===== src/logic/acp_pkg.sv =====
package acp_pkg;
   // Register addresses of the configuration slice.
   localparam logic [6:0] ADDR_IDREV = 7'h01;
   localparam logic [6:0] ADDR_CLKPWR = 7'h02;
   localparam logic [6:0] ADDR_CHPDN = 7'h03;
   localparam logic [6:0] ADDR_MISC = 7'h04;
   localparam logic [6:0] ADDR_MVOL_LO = 7'h07;
   localparam logic [6:0] ADDR_MUTE = 7'h13;
   localparam logic [6:0] PTR_RESET = 7'h01;
   localparam logic PTR_AUTOINC_RESET = 1'b1;
   // Identity fields; the part value is arbitrary, not a real part code.
   localparam logic [3:0] PART_CODE = 4'h5;
   localparam logic [3:0] REVISION_CODE = 4'h2;
   // Field positions of the clock and power register.
   localparam int CP_DRV_BIT = 7;
   localparam int CP_AUXDIV_LSB = 5;
   localparam int CP_MODDIV_LSB = 3;
   localparam int CP_OSC_BIT = 2;
   localparam int CP_STYLE_BIT = 1;
   localparam int CP_GPDN_BIT = 0;
   localparam logic [7:0] CLKPWR_RESET = 8'h81;
   localparam logic [7:0] CHPDN_RESET = 8'hFF;
   // Field positions of the misc register; bit 4 is reserved.
   localparam int MI_FMT_LSB = 5;
   localparam int MI_HOP_BIT = 3;
   localparam int MI_FRZ_BIT = 2;
   localparam int MI_EMPH_LSB = 0;
   localparam logic [7:0] MISC_RESET = 8'h20;
   localparam logic [7:0] MISC_WMASK = 8'hEF;
   localparam logic [2:0] FMT_RESERVED = 3'h7;
   localparam int NUM_CH = 8;
   localparam int NUM_VOL = 13;
   // Hopping divides the switch rate by 9/4.
   localparam logic [3:0] HOP_NUM = 4'h4;
   localparam logic [3:0] HOP_DEN = 4'h9;
endpackage


===== src/logic/acp_clk_div.sv =====
`timescale 1ns/100ps
`default_nettype none
// Clock-enable divider: produces a 50 % square wave at clk divided by 2^sel for sel 1..3; sel 0 holds high.
module acp_clk_div (
   input wire logic clk_i,
   input wire logic sys_rst_i,
   input wire logic run_i,
   input wire logic [1:0] sel_i,
   output logic clk_o
);
   typedef struct packed {
      logic [2:0] cnt;
      logic q;
   } acp_div_t;
   acp_div_t st_r;
   acp_div_t st_nxt;
   logic [2:0] top;

   // Divide by 1 passes a level-high enable; otherwise toggle at half period.
   always_comb begin
      st_nxt = st_r;
      top = 3'((1 << sel_i) >> 1) - 3'h1;
      if (!run_i) begin
         st_nxt.cnt = 3'h0;
         st_nxt.q = 1'b0;
      end else if (sel_i == 2'h0) begin
         st_nxt.q = 1'b1;
      end else if (st_r.cnt >= top) begin
         st_nxt.cnt = 3'h0;
         st_nxt.q = ~st_r.q;
      end else begin
         st_nxt.cnt = st_r.cnt + 3'h1;
      end
   end

   always_ff @(posedge clk_i) begin
      if (sys_rst_i) begin
         st_r <= '0;
      end else begin
         st_r <= st_nxt;
      end
   end

   assign clk_o = st_r.q;
endmodule
`default_nettype wire


===== src/logic/acp_regs.sv =====
// Contract
// - Pointer advances by one after each access when auto-increment is set.
// - Seven-bit pointer, reset 0000001, picks the register the next access uses.
// - All registers writable except identity, interrupt status and decimator output.
// - Address 01h reads part code high nibble and revision low nibble.
// - Auxiliary clock driver active while its enable bit is one, reset one.
// - Auxiliary divider codes 01,10,11 divide by 2,4,8; 00 uses strap.
// - Mute strap caught at reset release: low divides by 1, high by 2.
// - Modulator clock divider codes 00..11 divide by 1,2,4,8.
// - Oscillator power-down bit set stops the oscillator; default running.
// - Powered-down channel drives outputs low, or pos low neg high by style.
// - Global power-down, reset one, holds low power and keeps registers.
// - Eight channel power-down bits reset one halt processing of their channel.
// - Power-down change follows the ramp setting and output configuration.
// - Three-bit serial format select, default 001, picks audio port framing.
// - Hopping enabled only in global power-down; rate divided by 2.25 after relock.
// - Freeze stores volume and mute writes but holds the applied values.
// - Emphasis select: 00 none, 01 32k, 10 44.1k, 11 48k.
`timescale 1ns/100ps
`default_nettype none
module acp_regs (
   input wire logic clk_i,
   input wire logic sys_rst_i,
   // Control port byte interface: a pointer load, a write or a read.
   input wire logic ptr_load_i,
   input wire logic [7:0] ptr_byte_i,
   input wire logic wr_i,
   input wire logic [7:0] wdata_i,
   input wire logic rd_i,
   output logic [7:0] rdata_o,
   output logic rvalid_o,
   // Pins and neighbouring blocks.
   input wire logic reset_pin_n_i,
   input wire logic mute_strap_i,
   input wire logic [acp_pkg::NUM_CH-1:0] ramp_done_i,
   input wire logic rate_locked_i,
   output logic aux_clock_out_o,
   output logic aux_clock_out_drive_en_o,
   output logic mod_clock_o,
   output logic osc_powerdown_o,
   output logic global_powerdown_o,
   output logic [acp_pkg::NUM_CH-1:0] ch_active_o,
   output logic [acp_pkg::NUM_CH-1:0] pwm_out_pos_force_o,
   output logic [acp_pkg::NUM_CH-1:0] pwm_out_neg_force_o,
   output logic [acp_pkg::NUM_CH-1:0] ch_halted_o,
   output logic [2:0] serial_format_sel_o,
   output logic [1:0] emphasis_filter_sel_o,
   output logic switch_rate_hop_en_o,
   output logic [3:0] hop_num_o,
   output logic [3:0] hop_den_o,
   output logic out_enable_o,
   output logic [7:0] vol_apply_o,
   output logic [3:0] vol_apply_idx_o
);
   localparam int NUM_CH_W = acp_pkg::NUM_CH;

   typedef struct packed {
      logic [6:0] ptr;
      logic autoinc;
      logic [7:0] clkpwr;
      logic [7:0] chpdn;
      logic [7:0] misc;
      logic [NUM_CH_W-1:0] ch_off;
      logic [7:0] rdata;
      logic rvalid;
      logic [1:0] rst_sync;
      logic rst_seen;
      logic strap;
      logic [1:0] strap_sync;
      logic [1:0] lock_sync;
      logic hop_wait;
      logic freeze_prev;
      logic [3:0] sweep;
      logic sweeping;
      logic [7:0] apply;
      logic [3:0] apply_idx;
   } acp_state_t;

   acp_state_t st_r;
   acp_state_t st_nxt;
   logic [7:0] vol_store [acp_pkg::NUM_VOL];
   logic [3:0] vol_idx;
   logic vol_hit;
   logic vol_wr;
   logic [1:0] aux_sel;
   logic aux_run;
   logic [7:0] rd_word;
   logic access;

   // Volume and mute addresses 07h..13h map to storage slots 0..12.
   assign vol_hit = (st_r.ptr >= acp_pkg::ADDR_MVOL_LO) && (st_r.ptr <= acp_pkg::ADDR_MUTE);
   assign vol_idx = 4'(st_r.ptr - acp_pkg::ADDR_MVOL_LO);
   assign vol_wr = wr_i && vol_hit;
   assign access = wr_i || rd_i;

   // Read mux; unmapped and reserved bits return zero.
   always_comb begin
      rd_word = 8'h00;
      if (st_r.ptr == acp_pkg::ADDR_IDREV) begin
         rd_word = {acp_pkg::PART_CODE, acp_pkg::REVISION_CODE};
      end else if (st_r.ptr == acp_pkg::ADDR_CLKPWR) begin
         rd_word = st_r.clkpwr;
      end else if (st_r.ptr == acp_pkg::ADDR_CHPDN) begin
         rd_word = st_r.chpdn;
      end else if (st_r.ptr == acp_pkg::ADDR_MISC) begin
         rd_word = st_r.misc & acp_pkg::MISC_WMASK;
      end else if (vol_hit) begin
         rd_word = vol_store[vol_idx];
      end
   end

   // Strap divider: code 00 uses the latched strap, else the field itself.
   always_comb begin
      aux_sel = st_r.clkpwr[acp_pkg::CP_AUXDIV_LSB +: 2];
      if (aux_sel == 2'h0) begin
         aux_sel = st_r.strap ? 2'h1 : 2'h0;
      end
   end
   assign aux_run = st_r.clkpwr[acp_pkg::CP_DRV_BIT] && !st_r.clkpwr[acp_pkg::CP_OSC_BIT];

   // Main next-state logic.
   always_comb begin
      st_nxt = st_r;
      st_nxt.rvalid = 1'b0;
      // Reset pin and lock are asynchronous; two flops before any use.
      st_nxt.rst_sync = {st_r.rst_sync[0], reset_pin_n_i};
      st_nxt.lock_sync = {st_r.lock_sync[0], rate_locked_i};
      st_nxt.strap_sync = {st_r.strap_sync[0], mute_strap_i};
      if (!st_r.rst_sync[1]) begin
         st_nxt.rst_seen = 1'b1;
      end else if (st_r.rst_seen) begin
         // Strap taken on the synchronised release of the reset pin.
         st_nxt.rst_seen = 1'b0;
         st_nxt.strap = st_r.strap_sync[1];
      end
      if (ptr_load_i) begin
         st_nxt.ptr = ptr_byte_i[6:0];
         st_nxt.autoinc = ptr_byte_i[7];
      end else if (access) begin
         if (rd_i) begin
            st_nxt.rdata = rd_word;
            st_nxt.rvalid = 1'b1;
         end
         if (wr_i) begin
            // Identity and other read-only words ignore writes.
            unique case (st_r.ptr)
               acp_pkg::ADDR_CLKPWR: st_nxt.clkpwr = wdata_i;
               acp_pkg::ADDR_CHPDN: st_nxt.chpdn = wdata_i;
               acp_pkg::ADDR_MISC: begin
                  st_nxt.misc = wdata_i & acp_pkg::MISC_WMASK;
                  // Hopping may only turn on while globally powered down.
                  if (!st_r.clkpwr[acp_pkg::CP_GPDN_BIT] && !st_r.misc[acp_pkg::MI_HOP_BIT]) begin
                     st_nxt.misc[acp_pkg::MI_HOP_BIT] = 1'b0;
                  end
                  // The reserved format code keeps the previous framing.
                  if (wdata_i[acp_pkg::MI_FMT_LSB +: 3] == acp_pkg::FMT_RESERVED) begin
                     st_nxt.misc[acp_pkg::MI_FMT_LSB +: 3] = st_r.misc[acp_pkg::MI_FMT_LSB +: 3];
                  end
               end
               default: begin
               end
            endcase
         end
         if (st_r.autoinc) begin
            st_nxt.ptr = st_r.ptr + 7'h01;
         end
      end
      // A channel is off once its bit is set and any ramp-down has ended.
      for (int i = 0; i < NUM_CH_W; i++) begin
         if (!st_r.chpdn[i]) begin
            st_nxt.ch_off[i] = 1'b0;
         end else if (ramp_done_i[i]) begin
            st_nxt.ch_off[i] = 1'b1;
         end
      end
      // Leaving power-down with hopping set waits for the converter to relock.
      if (st_r.clkpwr[acp_pkg::CP_GPDN_BIT]) begin
         st_nxt.hop_wait = st_r.misc[acp_pkg::MI_HOP_BIT];
      end else if (st_r.lock_sync[1]) begin
         st_nxt.hop_wait = 1'b0;
      end
      // On freeze release, replay every stored volume word once.
      st_nxt.freeze_prev = st_r.misc[acp_pkg::MI_FRZ_BIT];
      if (st_r.freeze_prev && !st_r.misc[acp_pkg::MI_FRZ_BIT]) begin
         st_nxt.sweeping = 1'b1;
         st_nxt.sweep = 4'h0;
      end else if (st_r.sweeping) begin
         st_nxt.apply = vol_store[st_r.sweep];
         st_nxt.apply_idx = st_r.sweep;
         if (st_r.sweep == 4'(acp_pkg::NUM_VOL - 1)) begin
            st_nxt.sweeping = 1'b0;
         end else begin
            st_nxt.sweep = st_r.sweep + 4'h1;
         end
      end else if (vol_wr && !st_r.misc[acp_pkg::MI_FRZ_BIT]) begin
         st_nxt.apply = wdata_i;
         st_nxt.apply_idx = vol_idx;
      end
   end

   // State register; stored registers keep contents through power-down.
   always_ff @(posedge clk_i) begin
      if (sys_rst_i) begin
         st_r <= '0;
         st_r.ptr <= acp_pkg::PTR_RESET;
         st_r.autoinc <= acp_pkg::PTR_AUTOINC_RESET;
         st_r.clkpwr <= acp_pkg::CLKPWR_RESET;
         st_r.chpdn <= acp_pkg::CHPDN_RESET;
         st_r.misc <= acp_pkg::MISC_RESET;
         st_r.ch_off <= acp_pkg::CHPDN_RESET;
         st_r.rst_sync <= 2'h3;
      end else begin
         st_r <= st_nxt;
      end
   end

   // Stored volume and mute words, written whether or not frozen.
   always_ff @(posedge clk_i) begin
      if (sys_rst_i) begin
         for (int i = 0; i < acp_pkg::NUM_VOL; i++) begin
            vol_store[i] <= 8'h00;
         end
      end else begin
         if (vol_wr) begin
            vol_store[vol_idx] <= wdata_i;
         end
      end
   end

   // Divider for the auxiliary clock pin.
   acp_clk_div u_aux_div (
      .clk_i(clk_i),
      .sys_rst_i(sys_rst_i),
      .run_i(aux_run),
      .sel_i(aux_sel),
      .clk_o(aux_clock_out_o)
   );

   // Divider for the modulator master clock; stops with the oscillator.
   acp_clk_div u_mod_div (
      .clk_i(clk_i),
      .sys_rst_i(sys_rst_i),
      .run_i(!st_r.clkpwr[acp_pkg::CP_OSC_BIT]),
      .sel_i(st_r.clkpwr[acp_pkg::CP_MODDIV_LSB +: 2]),
      .clk_o(mod_clock_o)
   );

   // Output decode; power-down forces follow the selected output style.
   always_comb begin
      for (int i = 0; i < NUM_CH_W; i++) begin
         pwm_out_pos_force_o[i] = 1'b0;
         pwm_out_neg_force_o[i] = st_r.ch_off[i] && st_r.clkpwr[acp_pkg::CP_STYLE_BIT];
      end
   end

   assign rdata_o = st_r.rdata;
   assign rvalid_o = st_r.rvalid;
   assign aux_clock_out_drive_en_o = st_r.clkpwr[acp_pkg::CP_DRV_BIT];
   assign osc_powerdown_o = st_r.clkpwr[acp_pkg::CP_OSC_BIT];
   assign global_powerdown_o = st_r.clkpwr[acp_pkg::CP_GPDN_BIT];
   assign ch_halted_o = st_r.ch_off;
   assign ch_active_o = ~st_r.chpdn & {NUM_CH_W{~st_r.clkpwr[acp_pkg::CP_GPDN_BIT]}};
   assign serial_format_sel_o = st_r.misc[acp_pkg::MI_FMT_LSB +: 3];
   assign emphasis_filter_sel_o = st_r.misc[acp_pkg::MI_EMPH_LSB +: 2];
   assign switch_rate_hop_en_o = st_r.misc[acp_pkg::MI_HOP_BIT];
   assign hop_num_o = st_r.misc[acp_pkg::MI_HOP_BIT] ? acp_pkg::HOP_NUM : 4'h1;
   assign hop_den_o = st_r.misc[acp_pkg::MI_HOP_BIT] ? acp_pkg::HOP_DEN : 4'h1;
   assign out_enable_o = !st_r.clkpwr[acp_pkg::CP_GPDN_BIT] && !st_r.hop_wait;
   assign vol_apply_o = st_r.apply;
   assign vol_apply_idx_o = st_r.apply_idx;
endmodule
`default_nettype wire


===== config.mk =====
export PLATFORM = sky130hd
export DESIGN_NAME = acp_regs
export DESIGN_NICKNAME = d
export VERILOG_FILES = /design/src/logic/acp_pkg.sv /design/src/logic/acp_clk_div.sv /design/src/logic/acp_regs.sv
export SDC_FILE = /design/constraint.sdc
export NUM_CORES = 1
export LEC_CHECK = 0
export BUFFER_PORTS_ARGS = -buffer_cell sky130_fd_sc_hd__buf_2
export CAP_MARGIN = 20
export CORE_MARGIN = 3
export CORE_UTILIZATION = 35
export CTS_CLUSTER_SIZE = 16
export DETAILED_ROUTE_END_ITERATION = 7
export SYNTH_ARGS = -nofsm -noshare
export SYNTH_HDL_FRONTEND = slang
export SYNTH_SLANG_ARGS = --single-unit
export TNS_END_PERCENT = 20

===== constraint.sdc =====
create_clock -name clk_i -period 3.6 [get_ports clk_i]
set_input_delay 0.36 -clock clk_i [delete_from_list [all_inputs] [get_ports clk_i]]
set_output_delay 0.36 -clock clk_i [all_outputs]
set_load 0.05 [all_outputs]

* Yosys cells after proc, flatten, opt, wreduce, memory -nomap -nowiden
Memories as Yosys holds them, arrays and structs flattened. A register that Yosys moved wholly into a read port is not among the register bits.
Index checks and enable logic that the tools add are counted.
** Storage, ports and cells
- Register bits :: 83
- Bits in writable memories :: 104
- Memories :: 1
- Input bits :: 32
- Logic and storage cells :: 168
** Memories
- vol_store :: depth 13, width 8, rd ports 2, clocked after memory_dff 1, wr ports 13, RTL line acp_regs.sv:81 : logic [7:0] vol_store [acp_pkg::NUM_VOL];
** Cells by class
- Order comparisons :: 4
- Multiplexer cells :: 54
- Shift operators :: 2
- Reductions and logical operators :: 44
- $add $sub $neg :: 7
- Equal/unequal tests :: 14
- Bitwise logic cells :: 11
** Operators by type and width (count)
- $mux 8 :: 6
- $mux 1 :: 35
- $mux 12 :: 2
- $mux 7 :: 3
- $mux 4 :: 4
- $ne 2x2->1 const B :: 8
- $logic_and 1x1->1 :: 15
- $eq 7x2->1 const B :: 2
- $reduce_and 4->1 :: 3
- $reduce_bool 2->1 :: 6
- $mux 3 :: 3
- $not 1->1 :: 9
- $and 8x8->8 :: 1
- $not 8->8 :: 1
- $reduce_and 2->1 :: 4
- $reduce_or 8->1 :: 1
- $shl 1x2->4 const A :: 2
- $add 7x1->7 const B :: 1
- $eq 7x1->1 const B :: 1
- $eq 7x3->1 const B :: 1
- $ge 7x3->1 const B :: 1
- $le 7x5->1 const B :: 1
- $add 3x1->3 const B :: 2
- $ge 3x3->1 :: 2
- other kinds (13) :: 22

* Longest topological paths before layout
- Depth in word-level cells :: 8
- Gate-level depth with buffers :: 12
- Mapped depth without buffers :: 11

* Hierarchy
A second synthesis with hierarchy kept.
** Unflattened totals
- Cell total of the unflattened synthesis :: 994
- Area, all modules :: 11504.8 µm²
** Modules (own cells, without submodules)
- acp_regs :: cells each 924, area each 10889.2 µm², instances 1
- acp_clk_div :: cells each 35, area each 307.8 µm², instances 2

* Least setup slack after synthesis
No wires, ideal clock.
- Path kind :: flip-flop to flip-flop
- Start point :: reg st_r[69] (netlist name)
- End point :: reg st_r (netlist bit rdata_o[2])
- Setup time :: 129 ps
- Slack :: 492 ps
- Data required time :: 3471 ps
- Cell stages (with the launch flop) :: 12
- Path buffers :: 6
- Arrival :: 2979 ps
- Cell sequence :: dfxtp_1 > buf_2 > buf_2 > buf_2 > inv_1 > ha_1 > buf_2 > buf_4 > buf_2 > mux4_2 > o2111ai_1 > a31oi_1
** On the way
- Word-level cells in the longest chain between the ends :: 7
- Elaborated cells between the ends (all ways) :: 14
- Those cells by class :: add/sub (1); order compare (2); eq/ne (4); mux (5); reduce/logical (1); memory (1)
** RTL lines
- from (decl) :: RTL line acp_regs.sv:79 : acp_state_t st_r;
- from (signal assigned) :: RTL line acp_regs.sv:213 : st_r <= st_nxt;
- $sub 4x3->4 (tied with other cells) :: RTL line acp_regs.sv:92 : assign vol_idx = 4'(st_r.ptr - acp_pkg::ADDR_MVOL_LO);
- $mem_v2 13x8 or $logic_and 1x1->1 (tied branches)
- $mux 8 :: RTL line acp_regs.sv:107 : end else if (vol_hit) begin
- $mux 8 :: RTL line acp_regs.sv:105 : end else if (st_r.ptr == acp_pkg::ADDR_MISC) begin
- $mux 8 :: RTL line acp_regs.sv:103 : end else if (st_r.ptr == acp_pkg::ADDR_CHPDN) begin
- $mux 8 :: RTL line acp_regs.sv:101 : end else if (st_r.ptr == acp_pkg::ADDR_CLKPWR) begin
- $mux 8 * :: RTL line acp_regs.sv:99 : if (st_r.ptr == acp_pkg::ADDR_IDREV) begin
Every way passes the cells marked *; elsewhere a longest branch is shown, timed or not.
A chain may end at the register's enable or synchronous reset.

==> reports/results.ini <==
[sta]
rsz0062_at_grt=no
worst_clock_skew_ps=12.6
worst_hold_slack_ps=39.3
setup_total_negative_slack_ps=0
finalHoldViolCount=0
period_needed_ps=3080
fmax_mhz=325
post-route-period-util=0.855
max_slew_margin=0.453
final_max_slew_viol_count=0
tightestPinTransition_ps=821
final-setup-viol-count=0

[flow_run]
max-cap-violations=0

[setup_path]
cp_top_family=simple AND/OR/NAND/NOR gates
worst_ep_arrival_time_ps=3260
critical_path.max_stage_delay_ps=580
crit_slowest_cell=sky130_fd_sc_hd__dfxtp_1
worstSetupEndpointType=flop
most_frequent_cell_on_critical_path=sky130_fd_sc_hd__and2_1
path_buf_inv=1
crit_path_cell_trace=ha_1, buf_4, and2_1, o21ai_0, and2_1, nor4b_4, or2_1
path_max_fanout=13
startpoint_type=flop
crit_type=flop to flop
timing.critical_path.required_ps=3790

[logic_synthesis]
seq_area_frac_synth=0.481
synthesis.area_um2=11600
synth_adder_area_share=0.0226
post_synth_inst_count=979
muxShareOfSynthArea=0.149
synth-seq-cells=215
dominant_combinational_cell_family_by_area_after_synthesis=simple AND/OR/NAND/NOR gates
synthFlopType=sky130_fd_sc_hd__edfxtp_1
ys_types=63
synthXorXnorAreaFrac=0.0113
synth-edff-count=128
syn_area_per_cell_um2=11.9
ys_async_sr_fraction=0
synthSimpleGateAreaFrac=0.185
synth-warning-count=0
synth-compound-area-share=0.0847

[grt]
grt_start_max_net_pins=53
number_of_global_route_vias_before_repair=7835
grt_antenna_before_repair=0
grt_usage=0.176
grt_pass1_wl_mm=48.5
global_route.overflow_total=0

[cells_and_area]
layout-drive-gt1-share=0.253
number_of_nets_at_the_end_of_the_flow=1067
sequential_cell_area_um2=5590
most_common_cell_after_layout_fill_and_taps_aside=sky130_fd_sc_hd__edfxtp_1
fillers=3097
final_area_um2=13000
multiInputGateArea_um2=5330
number_of_antenna_diodes=0
flow.area_growth_from_synthesis_pct=12.0
most-common-layout-cells=sky130_fd_sc_hd__edfxtp_1, sky130_fd_sc_hd__and2_1, sky130_fd_sc_hd__buf_2

[pwr]
power_per_cell_area_nw_per_um2=463
peakVddDrop_mv=0.325
power_leakage_nw=4.88

[route]
wl_mm=31.8
drc=0
initialDrtViolationCount=672
drt-wirelength-per-cell_um=21.5
first_pass_iters=5
ant_nets=0
via_per_inst=5.41
routed-via-count=7969

[placement]
detailedPlacementHpwl_mm=22.3
detailed_place.area_um2=12200
gpl_wtd_cong=0.866
portBuffers=91

[status]
status=finished clean

[floorplanning]
std_cell_rows=66
pin_count=105
die_y_um=188
die-area_um2=35400
initial_utilization=0.356
die_w_um=188
placeableCoreArea_um2=32600

[cts]
cts_inserted_buffers=25
clk_pin_slew_worst_paths_ps=60
clock-root-buffer=sky130_fd_sc_hd__clkbuf_16
tritoncts=done
htree_levels=1
ctsHoldBuffers=0
cts.repair.resized=0
cts.repair_timing.setup_buffer_count=0
clock_sink_count=215
clockBufferDepth=3
worstSkewPairLatency_ps=530

[hold_path]
hp-class=input port to flop

[layer usage]
metal  part of all wire  global-route usage
met5                  0                   0
met4              0.021              0.0410
met3              0.078              0.0327
met2               0.46               0.288
met1               0.44               0.246
[synth_stat cells (11+ instances only)]
cell type,instances,share of area
sky130_fd_sc_hd__mux2i_1,17,0.015
sky130_fd_sc_hd__and2_1,117,0.063
sky130_fd_sc_hd__and3_1,11,0.0059
sky130_fd_sc_hd__dfxtp_1,87,0.15
sky130_fd_sc_hd__nor2b_1,13,0.0070
sky130_fd_sc_hd__a21oi_1,52,0.022
sky130_fd_sc_hd__buf_2,24,0.010
sky130_fd_sc_hd__nand2_1,42,0.014
sky130_fd_sc_hd__nor4b_4,13,0.027
sky130_fd_sc_hd__buf_4,50,0.032
sky130_fd_sc_hd__o21ai_0,26,0.011
sky130_fd_sc_hd__mux4_2,65,0.13
sky130_fd_sc_hd__ha_1,21,0.023
sky130_fd_sc_hd__nor2_1,54,0.017
sky130_fd_sc_hd__edfxtp_1,128,0.33
sky130_fd_sc_hd__inv_1,27,0.0087
sky130_fd_sc_hd__nand3_1,26,0.011
sky130_fd_sc_hd__clkbuf_1,34,0.011
sky130_fd_sc_hd__nand2b_1,16,0.0086
sky130_fd_sc_hd__o211ai_1,14,0.0090
[worst reg2reg max path, cell delays in order, from the launching register on]
cell and delay [ps]:
sky130_fd_sc_hd__dfxtp_1 580, sky130_fd_sc_hd__ha_1 330, sky130_fd_sc_hd__buf_4 200, sky130_fd_sc_hd__and2_1 180, sky130_fd_sc_hd__o21ai_0 180, sky130_fd_sc_hd__and2_1 390
sky130_fd_sc_hd__nor4b_4 500, sky130_fd_sc_hd__or2_1 390
[sequential cells by signal (all words and copies together), names as in the netlist, named ones only]
signal                    flops
u_aux_div.clk_o               1
vol_apply_idx_o               4
serial_format_sel_o           3
rdata_o                       8
rvalid_o                      1
st_r                         33
u_mod_div.clk_o               1
emphasis_filter_sel_o         2
vol_store                   128
u_aux_div.st_r                3
ch_halted_o                   8
vol_apply_o                   8
aux_clock_out_drive_en_o      1
switch_rate_hop_en_o          1
st_nxt                        4
osc_powerdown_o               1
global_powerdown_o            1
u_mod_div.st_r                3
[area by class of cell]
class,count,area share
Clock buffer,34,0.0545
Inverter,27,0.00778
Multi-Input combinational cell,634,0.410
Clock inverter,11,0.00865
Tap cell,442,0.0425
Sequential cell,215,0.429
Timing Repair Buffer,111,0.0477
[power breakdown]
group,internal (mW),switching [mW],total (mW)
Clock,1.52,1.01,2.53
Combinational,0.286,0.461,0.747
Sequential,2.68,0.0739,2.75
[metrics by stage]
stage          total power [mW]  std cells  worst slack [ps]  utilization
2_1_floorplan              3.34        990               492            -
3_3_place_gp               3.54       1429               752        0.374
3_5_place_dp               3.55       1429               590        0.374
4_1_cts                    6.06       1474               574        0.399
5_1_grt                    6.22       1474               294        0.399
6_report                   6.03       1474               521        0.399
[worst paths after layout]
check	startpoint	to	slack (ps)	depth (start not counted)
min	reset_pin_n_i	st_nxt[26]$_SDFF_PP1_	40	2
min reg2reg	st_nxt[26]$_SDFF_PP1_	st_r[26]$_SDFF_PP1_	420	1
max reg2reg	st_r[70]$_SDFFE_PP0P_	vol_store[1][6]$_SDFFCE_PN0P_	520	7
max	st_r[70]$_SDFFE_PP0P_	vol_store[1][6]$_SDFFCE_PN0P_	520	7
[cell families after synthesis]
group	Yosys count
adders and majority gates	21
muxes	91
AOI/OAI and AO/OA	150
xor gates and xnor gates	15
DFF	215
and+or+nand+nor	344
other	2
buffers and inverters	141
No activity file was read; power rests on OpenSTA's default activity.
